File: src/hw/flash_frontend_consts.vh
// opcode, region size and buffer constants for the serial flash instruction front end
`ifndef FLASH_FRONTEND_CONSTS_VH
`define FLASH_FRONTEND_CONSTS_VH

`define OP_WRITE_ENABLE 8'h06
`define OP_VOLATILE_WRITE_ENABLE 8'h50
`define OP_WRITE_DISABLE 8'h04
`define OP_STATUS_READ_LOW 8'h05
`define OP_STATUS_READ_HIGH 8'h35
`define OP_STATUS_WRITE 8'h01
`define OP_PAGE_PROGRAM 8'h02
`define OP_SECTOR_ERASE 8'h20
`define OP_HALF_BLOCK_ERASE 8'h52
`define OP_BLOCK_ERASE 8'hd8
`define OP_CHIP_ERASE_A 8'hc7
`define OP_CHIP_ERASE_B 8'h60
`define OP_READ_DATA 8'h03
`define OP_FAST_READ 8'h0b
`define OP_WAKE_ID 8'hab
`define OP_MAKER_PART_ID 8'h90
`define OP_MAKER_PART_ID_DUAL 8'h92
`define OP_MAKER_PART_ID_QUAD 8'h94
`define OP_LONG_ID 8'h9f

`define ARRAY_TOP 20'hfffff
`define PAGE_MASK 20'h000ff
`define SECTOR_MASK 20'h00fff
`define HALF_BLOCK_MASK 20'h07fff
`define BLOCK_MASK 20'h0ffff
`define SECTOR_UNIT 20'h01000
`define BLOCK_UNIT 20'h10000

`define PROG_FIFO_WIDTH 8
`define PROG_FIFO_DEPTH 16
`define PROG_FIFO_ADDR_BITS 4

`endif

File: src/hw/prog_data_fifo.v
// synchronous valid/ready fifo holding program data bytes
`timescale 1ns/1ps
module prog_data_fifo #(
  parameter WIDTH = 8,
  parameter DEPTH = 16,
  parameter ADDR_BITS = 4
) (
  input wire clk,
  input wire rst_n,
  input wire in_valid,
  output wire in_ready,
  input wire [WIDTH-1:0] in_data,
  output wire out_valid,
  input wire out_ready,
  output wire [WIDTH-1:0] out_data
);
  reg [WIDTH-1:0] mem [0:DEPTH-1];
  reg [ADDR_BITS-1:0] wr_ptr_reg;
  reg [ADDR_BITS-1:0] rd_ptr_reg;
  reg [ADDR_BITS:0] count_reg;
  wire push;
  wire pop;

  // honest full and empty from the fill count
  assign in_ready = (count_reg != DEPTH[ADDR_BITS:0]);
  assign out_valid = (count_reg != {(ADDR_BITS+1){1'b0}});
  assign out_data = mem[rd_ptr_reg];
  assign push = in_valid & in_ready;
  assign pop = out_valid & out_ready;

  // storage write
  always @(posedge clk) begin
    if (push) begin
      mem[wr_ptr_reg] <= in_data;
    end
  end

  // pointers and count
  always @(posedge clk or negedge rst_n) begin
    if (!rst_n) begin
      wr_ptr_reg <= {ADDR_BITS{1'b0}};
      rd_ptr_reg <= {ADDR_BITS{1'b0}};
      count_reg <= {(ADDR_BITS+1){1'b0}};
    end else begin
      if (push) begin
        wr_ptr_reg <= wr_ptr_reg + 1'b1;
      end
      if (pop) begin
        rd_ptr_reg <= rd_ptr_reg + 1'b1;
      end
      if (push & ~pop) begin
        count_reg <= count_reg + 1'b1;
      end else if (pop & ~push) begin
        count_reg <= count_reg - 1'b1;
      end
    end
  end
endmodule

File: src/hw/serial_flash_instr_frontend.v
// spi instruction front end: framing, id and status answers, protection check, command commit
// Operation
// - an erase or program whose target region touches a protected area is dropped.
// - chip select falling starts a fresh instruction and the host lowers it before clocking.
// - the first byte after chip select falls is taken as the opcode.
// - input bits are sampled on serial clock rise, most significant bit first.
// - after the opcode come address, dummy or data bytes according to the opcode.
// - chip select rising ends the instruction.
// - a read may end after any bit and leaves no trace.
// - write, program and erase act only if chip select rises on a whole byte.
// - while an internal cycle runs, all opcodes except status read low are ignored.
// - opcodes 06h, 50h and 04h set write permit, set volatile permit, clear write permit.
// - opcodes 90h, 92h and 94h return maker and part bytes, abh returns the part byte, 9fh returns maker and a part word.
// - with complement protection set, the selected region is unprotected and the rest is locked.
// - the granularity bit picks 4KB sectors when one, 64KB blocks when zero.
// - the bottom bit measures the region from the top when zero, from the bottom when one.
`timescale 1ns/1ps
`include "flash_frontend_consts.vh"
module serial_flash_instr_frontend #(
  parameter [7:0] MAKER_CODE = 8'h5a,       // arbitrary value
  parameter [7:0] PART_CODE = 8'h3c,        // arbitrary value
  parameter [15:0] PART_CODE_WORD = 16'h1234 // arbitrary value
) (
  input wire clk,
  input wire rst_n,
  input wire chip_select_n_pin,
  input wire serial_clock_pin,
  input wire serial_in_pin,
  output reg serial_out_pin,
  output reg serial_out_oe_n,
  input wire array_busy,
  input wire complement_protect_bit,
  input wire protect_granularity_bit,
  input wire protect_from_bottom_bit,
  input wire protect_level_bit2,
  input wire protect_level_bit1,
  input wire protect_level_bit0,
  input wire [7:0] status_low_byte,
  input wire [7:0] status_high_byte,
  output reg write_permit_latch,
  output reg volatile_write_permit,
  output reg [23:0] array_rd_addr,
  input wire [7:0] array_rd_data,
  output reg cmd_commit,
  output reg cmd_discard,
  output reg [7:0] cmd_opcode,
  output reg [23:0] cmd_addr,
  output reg [15:0] status_wr_data,
  output reg status_wr_both,
  output wire prog_valid,
  input wire prog_ready,
  output wire [7:0] prog_data
);
  reg [2:0] cs_sync_reg;
  reg [2:0] sck_sync_reg;
  reg [1:0] si_sync_reg;
  reg [2:0] bit_cnt_reg;
  reg [2:0] byte_cnt_reg;
  reg [6:0] shift_reg;
  reg [7:0] opcode_reg;
  reg [23:0] addr_reg;
  reg ignore_reg;
  reg out_active_reg;
  reg overrun_reg;
  reg [1:0] out_idx_reg;
  reg [7:0] tx_reg;
  reg push_reg;
  reg [7:0] push_data_reg;
  wire push_ready;
  wire cs_low;
  wire cs_fall;
  wire cs_rise;
  wire sck_rise;
  wire sck_fall;
  wire [7:0] rx_byte;
  wire [2:0] level;
  reg [7:0] next_out;
  reg [19:0] n_size;
  reg [19:0] n_lo;
  reg [19:0] n_hi;
  reg [19:0] t_mask;
  reg [19:0] t_lo;
  reg [19:0] t_hi;
  reg n_none;
  reg prot_hit;

  // opcodes followed by a three byte address
  function addressed;
    input [7:0] op;
    begin
      addressed = (op == `OP_PAGE_PROGRAM) || (op == `OP_SECTOR_ERASE) || (op == `OP_HALF_BLOCK_ERASE) ||
                  (op == `OP_BLOCK_ERASE) || (op == `OP_READ_DATA) || (op == `OP_FAST_READ) ||
                  (op == `OP_MAKER_PART_ID) || (op == `OP_MAKER_PART_ID_DUAL) ||
                  (op == `OP_MAKER_PART_ID_QUAD);
    end
  endfunction

  // opcodes that alter the array
  function array_write;
    input [7:0] op;
    begin
      array_write = (op == `OP_PAGE_PROGRAM) || (op == `OP_SECTOR_ERASE) || (op == `OP_HALF_BLOCK_ERASE) ||
                    (op == `OP_BLOCK_ERASE) || (op == `OP_CHIP_ERASE_A) || (op == `OP_CHIP_ERASE_B);
    end
  endfunction

  // count of bytes in front of the first output byte, zero when nothing is returned
  function [2:0] lead_bytes;
    input [7:0] op;
    begin
      case (op)
        `OP_STATUS_READ_LOW, `OP_STATUS_READ_HIGH, `OP_LONG_ID: lead_bytes = 3'd1;
        `OP_READ_DATA, `OP_WAKE_ID, `OP_MAKER_PART_ID,
        `OP_MAKER_PART_ID_DUAL, `OP_MAKER_PART_ID_QUAD: lead_bytes = 3'd4;
        `OP_FAST_READ: lead_bytes = 3'd5;
        default: lead_bytes = 3'd0;
      endcase
    end
  endfunction

  // pins cross into clk through two flops, a third stage feeds the edge finders
  always @(posedge clk or negedge rst_n) begin
    if (!rst_n) begin
      cs_sync_reg <= 3'b111;
      sck_sync_reg <= 3'b000;
      si_sync_reg <= 2'b00;
    end else begin
      cs_sync_reg <= {cs_sync_reg[1:0], chip_select_n_pin};
      sck_sync_reg <= {sck_sync_reg[1:0], serial_clock_pin};
      si_sync_reg <= {si_sync_reg[0], serial_in_pin};
    end
  end

  assign cs_low = ~cs_sync_reg[1];
  assign cs_fall = cs_sync_reg[2] & ~cs_sync_reg[1];
  assign cs_rise = ~cs_sync_reg[2] & cs_sync_reg[1];
  assign sck_rise = ~sck_sync_reg[2] & sck_sync_reg[1];
  assign sck_fall = sck_sync_reg[2] & ~sck_sync_reg[1];
  assign rx_byte = {shift_reg, si_sync_reg[1]};
  assign level = {protect_level_bit2, protect_level_bit1, protect_level_bit0};

  // normal protected range from level, granularity and side
  always @* begin
    n_none = (level == 3'd0);
    n_size = `BLOCK_UNIT;
    n_lo = 20'h00000;
    n_hi = `ARRAY_TOP;
    if (level == 3'd7 || (!protect_granularity_bit && level > 3'd4)) begin
      n_lo = 20'h00000;
    end else if (!n_none) begin
      if (protect_granularity_bit) begin
        n_size = `SECTOR_UNIT << ((level > 3'd4) ? 3'd3 : (level - 3'd1));
      end else begin
        n_size = `BLOCK_UNIT << (level - 3'd1);
      end
      if (protect_from_bottom_bit) begin
        n_hi = n_size - 20'h00001;
      end else begin
        n_lo = ~(n_size - 20'h00001);
      end
    end
  end

  // target region of the pending erase or program and the overlap test
  always @* begin
    case (opcode_reg)
      `OP_PAGE_PROGRAM: t_mask = `PAGE_MASK;
      `OP_SECTOR_ERASE: t_mask = `SECTOR_MASK;
      `OP_HALF_BLOCK_ERASE: t_mask = `HALF_BLOCK_MASK;
      `OP_BLOCK_ERASE: t_mask = `BLOCK_MASK;
      default: t_mask = `ARRAY_TOP;
    endcase
    t_lo = addr_reg[19:0] & ~t_mask;
    t_hi = t_lo | t_mask;
    if (complement_protect_bit) begin
      prot_hit = n_none | (t_lo < n_lo) | (t_hi > n_hi);
    end else begin
      prot_hit = ~n_none & (t_lo <= n_hi) & (t_hi >= n_lo);
    end
  end

  // byte to send next for the current opcode
  always @* begin
    case (opcode_reg)
      `OP_STATUS_READ_LOW: next_out = status_low_byte;
      `OP_STATUS_READ_HIGH: next_out = status_high_byte;
      `OP_READ_DATA, `OP_FAST_READ: next_out = array_rd_data;
      `OP_WAKE_ID: next_out = PART_CODE;
      `OP_MAKER_PART_ID, `OP_MAKER_PART_ID_DUAL, `OP_MAKER_PART_ID_QUAD:
        next_out = out_idx_reg[0] ? PART_CODE : MAKER_CODE;
      `OP_LONG_ID: begin
        case (out_idx_reg)
          2'd0: next_out = MAKER_CODE;
          2'd1: next_out = PART_CODE_WORD[15:8];
          default: next_out = PART_CODE_WORD[7:0];
        endcase
      end
      default: next_out = 8'h00;
    endcase
  end

  // instruction framing, capture, output shifting and commit at chip select rise
  always @(posedge clk or negedge rst_n) begin
    if (!rst_n) begin
      bit_cnt_reg <= 3'd0;
      byte_cnt_reg <= 3'd0;
      shift_reg <= 7'h00;
      opcode_reg <= 8'h00;
      addr_reg <= 24'h000000;
      ignore_reg <= 1'b0;
      out_active_reg <= 1'b0;
      overrun_reg <= 1'b0;
      out_idx_reg <= 2'd0;
      tx_reg <= 8'h00;
      push_reg <= 1'b0;
      push_data_reg <= 8'h00;
      serial_out_pin <= 1'b0;
      serial_out_oe_n <= 1'b1;
      write_permit_latch <= 1'b0;
      volatile_write_permit <= 1'b0;
      array_rd_addr <= 24'h000000;
      cmd_commit <= 1'b0;
      cmd_discard <= 1'b0;
      cmd_opcode <= 8'h00;
      cmd_addr <= 24'h000000;
      status_wr_data <= 16'h0000;
      status_wr_both <= 1'b0;
    end else begin
      push_reg <= 1'b0;
      cmd_commit <= 1'b0;
      cmd_discard <= 1'b0;
      serial_out_pin <= tx_reg[7];
      serial_out_oe_n <= ~(out_active_reg & cs_low);
      if (cs_fall) begin
        bit_cnt_reg <= 3'd0;
        byte_cnt_reg <= 3'd0;
        ignore_reg <= 1'b0;
        out_active_reg <= 1'b0;
        overrun_reg <= 1'b0;
        out_idx_reg <= 2'd0;
      end else if (cs_low && sck_rise) begin
        shift_reg <= rx_byte[6:0];
        bit_cnt_reg <= bit_cnt_reg + 3'd1;
        if (bit_cnt_reg == 3'd7) begin
          if (byte_cnt_reg != 3'd7) begin
            byte_cnt_reg <= byte_cnt_reg + 3'd1;
          end
          if (byte_cnt_reg == 3'd0) begin
            opcode_reg <= rx_byte;
            ignore_reg <= array_busy && (rx_byte != `OP_STATUS_READ_LOW);
            out_active_reg <= !(array_busy && (rx_byte != `OP_STATUS_READ_LOW)) && (lead_bytes(rx_byte) == 3'd1);
          end else if (!ignore_reg) begin
            if (addressed(opcode_reg) && byte_cnt_reg <= 3'd3) begin
              addr_reg <= {addr_reg[15:0], rx_byte};
              array_rd_addr <= {addr_reg[15:0], rx_byte};
            end
            if (opcode_reg == `OP_STATUS_WRITE && byte_cnt_reg <= 3'd2) begin
              status_wr_data <= {rx_byte, status_wr_data[15:8]};
            end
            if (opcode_reg == `OP_PAGE_PROGRAM && byte_cnt_reg >= 3'd4) begin
              push_reg <= push_ready;
              push_data_reg <= rx_byte;
              if (!push_ready) begin
                overrun_reg <= 1'b1;
              end
            end
            if (lead_bytes(opcode_reg) != 3'd0 && byte_cnt_reg == lead_bytes(opcode_reg) - 3'd1) begin
              out_active_reg <= 1'b1;
            end
          end
        end
      end else if (cs_low && sck_fall && out_active_reg) begin
        if (bit_cnt_reg == 3'd0) begin
          tx_reg <= next_out;
          out_idx_reg <= (opcode_reg == `OP_LONG_ID && out_idx_reg == 2'd2) ? 2'd0 : out_idx_reg + 2'd1;
          if (opcode_reg == `OP_READ_DATA || opcode_reg == `OP_FAST_READ) begin
            array_rd_addr <= array_rd_addr + 24'h000001;
          end
        end else begin
          tx_reg <= {tx_reg[6:0], 1'b0};
        end
      end else if (cs_rise) begin
        out_active_reg <= 1'b0;
        cmd_opcode <= opcode_reg;
        cmd_addr <= addr_reg;
        status_wr_both <= (byte_cnt_reg == 3'd3);
        if (!ignore_reg && bit_cnt_reg == 3'd0 && byte_cnt_reg != 3'd0) begin
          case (opcode_reg)
            `OP_WRITE_ENABLE: if (byte_cnt_reg == 3'd1) write_permit_latch <= 1'b1;
            `OP_VOLATILE_WRITE_ENABLE: if (byte_cnt_reg == 3'd1) volatile_write_permit <= 1'b1;
            `OP_WRITE_DISABLE: if (byte_cnt_reg == 3'd1) write_permit_latch <= 1'b0;
            `OP_STATUS_WRITE: begin
              if ((byte_cnt_reg == 3'd2 || byte_cnt_reg == 3'd3) && (write_permit_latch || volatile_write_permit)) begin
                cmd_commit <= 1'b1;
                write_permit_latch <= 1'b0;
                volatile_write_permit <= 1'b0;
              end
            end
            default: begin
              if (array_write(opcode_reg)) begin
                if (write_permit_latch && !prot_hit && !overrun_reg &&
                    (((opcode_reg == `OP_CHIP_ERASE_A || opcode_reg == `OP_CHIP_ERASE_B) && byte_cnt_reg == 3'd1) ||
                     (opcode_reg == `OP_PAGE_PROGRAM && byte_cnt_reg >= 3'd5) ||
                     (opcode_reg != `OP_PAGE_PROGRAM && addressed(opcode_reg) && byte_cnt_reg == 3'd4))) begin
                  cmd_commit <= 1'b1;
                  write_permit_latch <= 1'b0;
                end else begin
                  cmd_discard <= (opcode_reg == `OP_PAGE_PROGRAM);
                end
              end
            end
          endcase
        end else if (opcode_reg == `OP_PAGE_PROGRAM && byte_cnt_reg != 3'd0 && !ignore_reg) begin
          cmd_discard <= 1'b1;
        end
      end
    end
  end

  // program data buffer toward the array
  prog_data_fifo #(
    .WIDTH(`PROG_FIFO_WIDTH),
    .DEPTH(`PROG_FIFO_DEPTH),
    .ADDR_BITS(`PROG_FIFO_ADDR_BITS)
  ) u_prog_fifo (
    .clk(clk),
    .rst_n(rst_n),
    .in_valid(push_reg),
    .in_ready(push_ready),
    .in_data(push_data_reg),
    .out_valid(prog_valid),
    .out_ready(prog_ready),
    .out_data(prog_data)
  );
endmodule

File: config.mk
export PLATFORM = sky130hd
export DESIGN_NAME = serial_flash_instr_frontend
export DESIGN_NICKNAME = d
export VERILOG_FILES = /design/src/hw/prog_data_fifo.v /design/src/hw/serial_flash_instr_frontend.v
export VERILOG_INCLUDE_DIRS = /design/src /design/src/hw
export SDC_FILE = /design/constraint.sdc
export NUM_CORES = 1
export LEC_CHECK = 0
export BUFFER_PORTS_ARGS = -buffer_cell sky130_fd_sc_hd__clkbuf_2
export CAP_MARGIN = 5
export CORE_ASPECT_RATIO = 0.5
export CORE_MARGIN = 10
export CORE_UTILIZATION = 42
export DETAILED_ROUTE_END_ITERATION = 12
export GPL_TIMING_DRIVEN = 0
export PLACE_DENSITY_LB_ADDON = 0.3
export SETUP_SLACK_MARGIN = 0.1
export SLEW_MARGIN = 0
export SYNTH_ARGS = -nofsm -noshare
export SYNTH_HDL_FRONTEND = slang
export SYNTH_SLANG_ARGS = --single-unit
File: constraint.sdc
create_clock -name clk -period 9.4 [get_ports clk]
set_clock_uncertainty 0.2 [all_clocks]
set_input_delay 1.88 -clock clk [delete_from_list [all_inputs] [get_ports clk]]
set_output_delay 1.88 -clock clk [all_outputs]
set_load 0.005 [all_outputs]
## Yosys cells after proc, flatten, opt, wreduce, memory -nomap -nowiden

Memory sizes are Yosys's and may differ from the RTL's.
Index checks and enable logic that the tools add are counted.

| storage, ports and cells | value |
|---|---|
| bits of input ports | 37 |
| register bits | 167 |
| memories | 1 |
| logic and storage cells | 331 |
| memory bits (writable) | 128 |

Memory list:

| name | words | width | rd ports | clocked after Yosys merged registers in | wr ports | RTL line | RTL |
|---|---|---|---|---|---|---|---|
| u_prog_fifo.mem | 16 | 8 | 1 | 0 | 1 | prog_data_fifo.v:17 | `reg [WIDTH-1:0] mem [0:DEPTH-1];` |

| operators by class | value |
|---|---|
| eq/ne operators | 58 |
| shift operators | 2 |
| mux-type cells | 100 |
| add/subtract/negate cells | 11 |
| order comparisons | 9 |
| reductions and logical operators | 90 |
| bitwise gates (word level) | 31 |

Operators with widths:

| cell | number |
|---|---|
| 2-to-1 mux 24 bit | 8 |
| 2-to-1 mux 20 bit | 9 |
| == test 8 bit, second input constant | 12 |
| one-hot mux 20 bit (4 select lines) | 1 |
| 2-to-1 mux 1 bit | 50 |
| 2-to-1 mux 3 bit | 16 |
| one-hot mux 8 bit (6 select lines) | 1 |
| inverter 20 bit | 2 |
| == test 8 x 3 -> 1 bit, second input constant | 4 |
| adder 24 x 1 -> 24 bit, second input constant | 1 |
| == test 8 x 2 -> 1 bit, second input constant | 3 |
| == test 8 x 6 -> 1 bit, second input constant | 3 |
| == test 8 x 7 -> 1 bit, second input constant | 3 |
| AND reduction 6 bit | 4 |
| nonzero test 2 bit | 12 |
| logical AND 1 bit | 23 |
| bitwise AND 20 bit | 1 |
| greater-or-equal comparator 20 bit | 1 |
| greater-than comparator 20 bit | 1 |
| <= comparator 20 bit | 1 |
| less-than comparator 20 bit | 1 |
| OR 20 bit | 1 |
| << shifter 13 x 3 -> 20 bit, first input constant | 1 |
| << shifter 17 x 3 -> 20 bit, first input constant | 1 |
| 55 further kinds | 141 |

## Depth between registers and ports, before layout

| logic depth | value |
|---|---|
| depth in word-level cells | 27 |
| depth in mapped cells | 19 |

## Cells and area by module

A second synthesis with hierarchy kept.

| unflattened totals | value |
|---|---|
| cell total of the unflattened synthesis | 1,149 |
| area, all modules | 14,410.1 sq um |

Modules (own cells, without submodules):

| module | sequential area each (sq um) | cells an instance | area an instance (sq um) | instances |
|---|---|---|---|---|
| serial_flash_instr_frontend | 3,858.7 | 831 | 8,639.5 | 1 |
| prog_data_fifo | 4,169.0 | 318 | 5,770.5 | 1 |

## Worst setup path before layout

No wires, ideal clock.

| timing | value |
|---|---|
| kind | input to register |
| from | input protect_level_bit1 |
| to | register cmd_commit |
| stages on the path | 18 |
| path slack | 4.172 ns |
| path buffers | 0 |
| data arrival time | 4.960 ns |
| cells stage by stage | inv_1 -> ha_1 -> inv_1 -> ha_1 -> nand2b_1 -> nor3_1 -> inv_1 -> ha_1 -> o21ai_0 -> nor3_1 -> xnor2_1 -> nor2b_1 -> ha_1 -> nand2_1 -> or4_1 -> o221ai_1 -> o2111a_1 -> a32o_1 |

| between the ends | value |
|---|---|
| longest elaborated chain between the ends | 27 |
| elaborated cells on any way between the ends | 42 |

RTL lines:

| item | RTL line | RTL |
|---|---|---|
| from (decl) | serial_flash_instr_frontend.v:36 | `input wire protect_level_bit1,` |
| subtractor 3 x 1 -> 3 bit or greater-than comparator 3 bit (tied branches) | serial_flash_instr_frontend.v:152, serial_flash_instr_frontend.v:154, serial_flash_instr_frontend.v:148 |  |
| 2-to-1 mux 3 bit | serial_flash_instr_frontend.v:152 | `` n_size = `SECTOR_UNIT << ((level > 3'd4) ? 3'd3 : (level - 3'd1)); `` |
| << shifter 13 x 3 -> 20 bit (no source line) | - |  |
| 2-to-1 mux 20 bit | serial_flash_instr_frontend.v:151 | `if (protect_granularity_bit) begin` |
| 2-to-1 mux 20 bit | serial_flash_instr_frontend.v:150 | `end else if (!n_none) begin` |
| 2-to-1 mux 20 bit | serial_flash_instr_frontend.v:148 | `if (level == 3'd7 \|\| (!protect_granularity_bit && level > 3'd4)) begin` |
| subtractor 20 x 1 -> 20 bit | serial_flash_instr_frontend.v:157, serial_flash_instr_frontend.v:159 |  |
| inverter 20 bit | serial_flash_instr_frontend.v:159 | `n_lo = ~(n_size - 20'h00001);` |
| [11 not listed] | - |  |
| 2-to-1 mux 1 bit (*) | serial_flash_instr_frontend.v:301 | `if (write_permit_latch && !prot_hit && !overrun_reg &&` |
| 2-to-1 mux 1 bit (*) | serial_flash_instr_frontend.v:300 | `if (array_write(opcode_reg)) begin` |
| one-hot mux 1 bit (2 select lines) (*) | serial_flash_instr_frontend.v:288 | `case (opcode_reg)` |
| 2-to-1 mux 1 bit (*) | serial_flash_instr_frontend.v:287 | `if (!ignore_reg && bit_cnt_reg == 3'd0 && byte_cnt_reg != 3'd0) begin` |
| 2-to-1 mux 1 bit (*) | serial_flash_instr_frontend.v:282 | `end else if (cs_rise) begin` |
| 2-to-1 mux 1 bit (*) | serial_flash_instr_frontend.v:272 | `end else if (cs_low && sck_fall && out_active_reg) begin` |
| 2-to-1 mux 1 bit (*) | serial_flash_instr_frontend.v:241 | `end else if (cs_low && sck_rise) begin` |
| 2-to-1 mux 1 bit (*) | serial_flash_instr_frontend.v:234 | `if (cs_fall) begin` |
| to (signal assigned) | serial_flash_instr_frontend.v:230 | `cmd_commit <= 1'b0;` |
| to (signal assigned) | serial_flash_instr_frontend.v:294 | `cmd_commit <= 1'b1;` |
| to (signal assigned) | serial_flash_instr_frontend.v:305 | `cmd_commit <= 1'b1;` |
| to (decl) | serial_flash_instr_frontend.v:44 | `output reg cmd_commit,` |

Mark *: on every way between the ends. The rest lies on a longest branch, timed or not. The select of a mux whose other input is x is not followed.
A chain may end at the register's enable or synchronous reset.

## Worst setup path in the final report

| timing | value |
|---|---|
| from | input protect_level_bit0 |
| to | register cmd_commit |

| between the ends | value |
|---|---|
| longest elaborated chain between the ends | 27 |
| elaborated cells on any way between the ends | 42 |

RTL lines:

| item | RTL line | RTL |
|---|---|---|
| from (decl) | serial_flash_instr_frontend.v:37 | `input wire protect_level_bit0,` |
| subtractor 3 x 1 -> 3 bit or greater-than comparator 3 bit (tied branches) | serial_flash_instr_frontend.v:152, serial_flash_instr_frontend.v:154, serial_flash_instr_frontend.v:148 |  |
| 2-to-1 mux 3 bit | serial_flash_instr_frontend.v:152 |  |
| << shifter 13 x 3 -> 20 bit (no source line) | - |  |
| 2-to-1 mux 20 bit | serial_flash_instr_frontend.v:151 |  |
| 2-to-1 mux 20 bit | serial_flash_instr_frontend.v:150 |  |
| 2-to-1 mux 20 bit | serial_flash_instr_frontend.v:148 |  |
| subtractor 20 x 1 -> 20 bit | serial_flash_instr_frontend.v:157, serial_flash_instr_frontend.v:159 |  |
| inverter 20 bit | serial_flash_instr_frontend.v:159 |  |
| [11 not listed] | - |  |
| 2-to-1 mux 1 bit (*) | serial_flash_instr_frontend.v:301 |  |
| 2-to-1 mux 1 bit (*) | serial_flash_instr_frontend.v:300 |  |
| one-hot mux 1 bit (2 select lines) (*) | serial_flash_instr_frontend.v:288 |  |
| 2-to-1 mux 1 bit (*) | serial_flash_instr_frontend.v:287 |  |
| 2-to-1 mux 1 bit (*) | serial_flash_instr_frontend.v:282 |  |
| 2-to-1 mux 1 bit (*) | serial_flash_instr_frontend.v:272 |  |
| 2-to-1 mux 1 bit (*) | serial_flash_instr_frontend.v:241 |  |
| 2-to-1 mux 1 bit (*) | serial_flash_instr_frontend.v:234 |  |

Marks and branches as above.

==> impl_metrics.prom <==
# TYPE chip_impl_metric gauge
chip_impl_metric{name="slew_viol_final",unit=""} 0
chip_impl_metric{name="drt_first_pass_iters",unit=""} 5
chip_impl_metric{name="synthesis.nets",unit=""} 1216
chip_impl_metric{name="design_area",unit="sq um"} 16600
chip_impl_info{name="timing.critical_path.cells",value="clkbuf_2 -> inv_1 -> ha_1 -> inv_1 -> ha_1 -> nand2b_1 -> nor3_1 -> inv_1 -> ha_1 -> o21ai_0 -> nor3_1 -> xnor2_1 -> nor2b_1 -> ha_1 -> nand2_1 -> or4_1 -> o221ai_1 -> o2111a_1 -> a32o_1"} 1
chip_impl_metric{name="crit_path_max_incr_delay",unit="ns"} 0.52
chip_impl_info{name="synthFlopType",value="sky130_fd_sc_hd__dfrtp_1"} 1
chip_impl_metric{name="sum_of_negative_setup_slack",unit="ns"} 0
chip_impl_metric{name="die_w",unit="um"} 282
chip_impl_info{name="post-synth-top-area-cell",value="sky130_fd_sc_hd__dfrtp_1"} 1
chip_impl_metric{name="route.detailed.drc",unit=""} 0
chip_impl_metric{name="synth_cell_types",unit=""} 80
chip_impl_metric{name="cts_max_level",unit=""} 1
chip_impl_metric{name="clkLatencyLatePin",unit="ns"} 0.56
chip_impl_metric{name="synth_largest_type_area_fraction",unit=""} 0.284
chip_impl_info{name="path_delay_family",value="simple AND/OR/NAND/NOR gates"} 1
chip_impl_metric{name="post-route-util",unit=""} 0.498
chip_impl_metric{name="largest_net_degree_at_the_start_of_global_routing",unit=""} 93
chip_impl_metric{name="dr.first_iter.drc_count",unit=""} 955
chip_impl_metric{name="final.min_clock_period",unit="ns"} 5.54
chip_impl_metric{name="drt.antenna.violating_nets",unit=""} 0
chip_impl_metric{name="synth-edff-count",unit=""} 128
chip_impl_metric{name="worst_hold_slack",unit="ns"} 0.140
chip_impl_metric{name="flow.area_growth_from_synthesis",unit="%"} 15.6
chip_impl_metric{name="crit_share_post_route",unit=""} 0.589
chip_impl_info{name="regMostFlops",value="u_prog_fifo.mem"} 1
chip_impl_metric{name="ioPinCount",unit=""} 125
chip_impl_metric{name="setup_viol",unit=""} 0
chip_impl_metric{name="cts.clk_slew.worst_paths",unit="ns"} 0.07
chip_impl_metric{name="post_cts.repair.setup_buffers",unit=""} 0
chip_impl_metric{name="grt_usage",unit=""} 0.171
chip_impl_metric{name="grt_first_pass_wirelength",unit="um"} 57700
chip_impl_info{name="hold_path.class",value="register to register"} 1
chip_impl_metric{name="detail_route.wirelength",unit="um"} 36700
chip_impl_metric{name="detailroute.via_count",unit=""} 9724
chip_impl_metric{name="die_area",unit="sq um"} 42500
chip_impl_metric{name="finalWeightedCongestion",unit=""} 0.921
chip_impl_metric{name="pwr_density_cell",unit="nW/um^2"} 175
chip_impl_metric{name="post_synth_inst_count",unit=""} 1115
chip_impl_metric{name="peakVddDrop",unit="mV"} 0.138
chip_impl_metric{name="timing.final.hold_violations",unit=""} 0
chip_impl_metric{name="vias_in_the_first_global_route",unit=""} 10000
chip_impl_metric{name="drt_via_density",unit=""} 5.61
chip_impl_metric{name="post_cts_hold_buffer_count",unit=""} 0
chip_impl_metric{name="critical_path_peak_fanout",unit=""} 9
chip_impl_metric{name="design.final.nets",unit=""} 1371
chip_impl_metric{name="largest_register_ff_count",unit=""} 128
chip_impl_metric{name="core_area",unit="sq um"} 33400
chip_impl_metric{name="overflow",unit=""} 0
chip_impl_metric{name="filler_cells",unit=""} 2887
chip_impl_metric{name="cap_violations",unit=""} 0
chip_impl_metric{name="routedWlPerCell",unit="um"} 21.2
chip_impl_metric{name="synth.avg_cell_area",unit="sq um"} 12.9
chip_impl_metric{name="start_util",unit=""} 0.431
chip_impl_metric{name="clockBufferDepth",unit=""} 3
chip_impl_metric{name="cts-resized-gates",unit=""} 0
chip_impl_metric{name="synth-warning-count",unit=""} 0
chip_impl_metric{name="num_rows",unit=""} 47
chip_impl_metric{name="fmax",unit="MHz"} 181
chip_impl_info{name="clock_tree_from_tritoncts",value="yes"} 1
chip_impl_metric{name="relative_max_transition_margin",unit=""} 0.351
chip_impl_info{name="outcome",value="finished, final reports clean"} 1
chip_impl_metric{name="detailed_place.area",unit="sq um"} 15600
chip_impl_metric{name="n_antenna_cell",unit=""} 0
chip_impl_metric{name="share_of_synthesized_flip_flops_with_an_asynchronous_set_or_reset",unit=""} 0.566
chip_impl_metric{name="seq_area_frac_synth",unit=""} 0.558
chip_impl_metric{name="timing_worst_slew_pin_value",unit="ns"} 0.968
chip_impl_metric{name="grt_antenna_before_repair",unit=""} 0
chip_impl_info{name="rsz_0062_raised_after_global_routing",value="false"} 1
chip_impl_metric{name="place.port_buffers",unit=""} 124
chip_impl_metric{name="cts-buffers-inserted",unit=""} 28
chip_impl_metric{name="die_height",unit="um"} 151
chip_impl_info{name="cp-start-kind",value="input port"} 1
chip_impl_info{name="critical-path-top-cell-by-count",value="sky130_fd_sc_hd__ha_1"} 1
chip_impl_metric{name="p_leak",unit="uW"} 0.00730
chip_impl_metric{name="synthesized_flop_and_latch_total",unit=""} 295
chip_impl_info{name="worstSetupEndpointType",value="register"} 1
chip_impl_info{name="cts-root-buf",value="sky130_fd_sc_hd__clkbuf_16"} 1
chip_impl_info{name="critPathSlowestCell",value="sky130_fd_sc_hd__or4_1"} 1
chip_impl_info{name="yosys-top-cells-area",value="sky130_fd_sc_hd__dfrtp_1 28%, sky130_fd_sc_hd__edfxtp_1 27%, sky130_fd_sc_hd__mux4_2 6.3%"} 1
chip_impl_metric{name="critPathBufInv",unit=""} 4
chip_impl_metric{name="number_of_sinks_on_the_clock_net",unit=""} 295
chip_impl_metric{name="crit_required",unit="ns"} 9.68
chip_impl_metric{name="timing.critical_path.arrival",unit="ns"} 5.82
chip_impl_metric{name="post-dp-hpwl",unit="um"} 26300
chip_impl_info{name="timing_worst_setup_path_type",value="input port to register"} 1
chip_impl_metric{name="final_layout_size_suffix_gt1_frac",unit=""} 0.267
chip_impl_metric{name="combined_area_of_all_synthesized_cells",unit="sq um"} 14400
[report_power, final]
group          internal (uW)  switching, uW
clock                    726            501
combinational            120            165
sequential              1360           39.9
[kinds of logic (layout without fill, tap and decap cells)]
| logic type | Yosys count | count (layout) | share of synthesized area |
|---|---|---|---|
| multiplexers | 137 | 137 | 0.142 |
| adder cells (fa/ha/maj) | 64 | 64 | 0.0562 |
| flip-flops | 295 | 295 | 0.558 |
| AND/OR/NAND/NOR | 303 | 303 | 0.110 |
| XOR/XNOR | 21 | 21 | 0.0128 |
| buffers and inverters | 85 | 262 | 0.0254 |
| AO/OA/AOI/OAI | 210 | 210 | 0.0947 |
[cells in the final DEF, fill, tap and decap left out, types with 20 or more instances in the layout]
master and instances:
sky130_fd_sc_hd__dfrtp_1 163, sky130_fd_sc_hd__edfxtp_1 128, sky130_fd_sc_hd__clkbuf_2 124, sky130_fd_sc_hd__nand2_1 96, sky130_fd_sc_hd__mux2_2 77, sky130_fd_sc_hd__ha_1 63
sky130_fd_sc_hd__a21oi_1 62, sky130_fd_sc_hd__nor2_1 58, sky130_fd_sc_hd__o21ai_0 49, sky130_fd_sc_hd__mux4_2 40, sky130_fd_sc_hd__clkbuf_1 35, sky130_fd_sc_hd__inv_1 31
sky130_fd_sc_hd__clkbuf_16 28, sky130_fd_sc_hd__nor2b_1 21, sky130_fd_sc_hd__nand2b_1 20
[final timing paths]
path / to / start / cells after the start / slack [ns]
max in group asynchronous: cmd_addr[14] / rst_n / 2 / 6.97
worst min register to register: si_sync_reg[1] / si_sync_reg[0] / 0 / 0.14
worst min-delay path: si_sync_reg[1] / si_sync_reg[0] / 0 / 0.14
worst max register to register: cmd_commit / opcode_reg[5] / 11 / 5.25
worst max-delay path: cmd_commit / protect_level_bit0 / 19 / 3.86
min in group asynchronous: u_prog_fifo.count_reg[1] / rst_n / 1 / 1.12
[stage by stage]
step	worst slack (ns)	std cells	total power [uW]
3_5_place_dp	3.31	1681	1710
4_1_cts	3.86	1733	2950
5_1_grt	3.53	1733	3030
6_report	3.86	1733	2910
3_3_place_gp	3.19	1680	1700
2_1_floorplan	4.17	1115	1600
[final cells by class]
type | count | area (sq um) | area share
Sequential cell | 295 | 8030 | 0.483
Clock inverter | 11 | 180 | 0.0108
Timing Repair Buffer | 125 | 657 | 0.0395
Inverter | 31 | 116 | 0.00700
Clock buffer | 41 | 830 | 0.0499
Tap cell | 441 | 552 | 0.0332
Multi-Input combinational cell | 735 | 6010 | 0.361
Buffer | 54 | 249 | 0.0150
[cell usage after synthesis, drive strengths merged, types with 5 or more instances]
cell type and instances:
dfrtp 163, edfxtp 128, nand2 96, mux2 93
ha 63, a21oi 62, nor2 58, o21ai 51
mux4 40, clkbuf 31, inv 31, buf 23
nor2b 21, nand2b 20, nand3 18, nor3 18
xnor2 16, a211oi 12, nand4 12, o22ai 10
nor4 9, a211o 7, and3 7, a21o 6
a31oi 6, and2 6, nor3b 6, a22oi 5
a32oi 5, o211ai 5, o31ai 5, or2 5
or3 5, xor2 5
[layer usage]
layer	wire, um	global-route usage
met5	0	0
met4	624	0.0348
met3	1880	0.0290
met2	18200	0.298
met1	16000	0.224
Power figures use the tool's default switching activity.
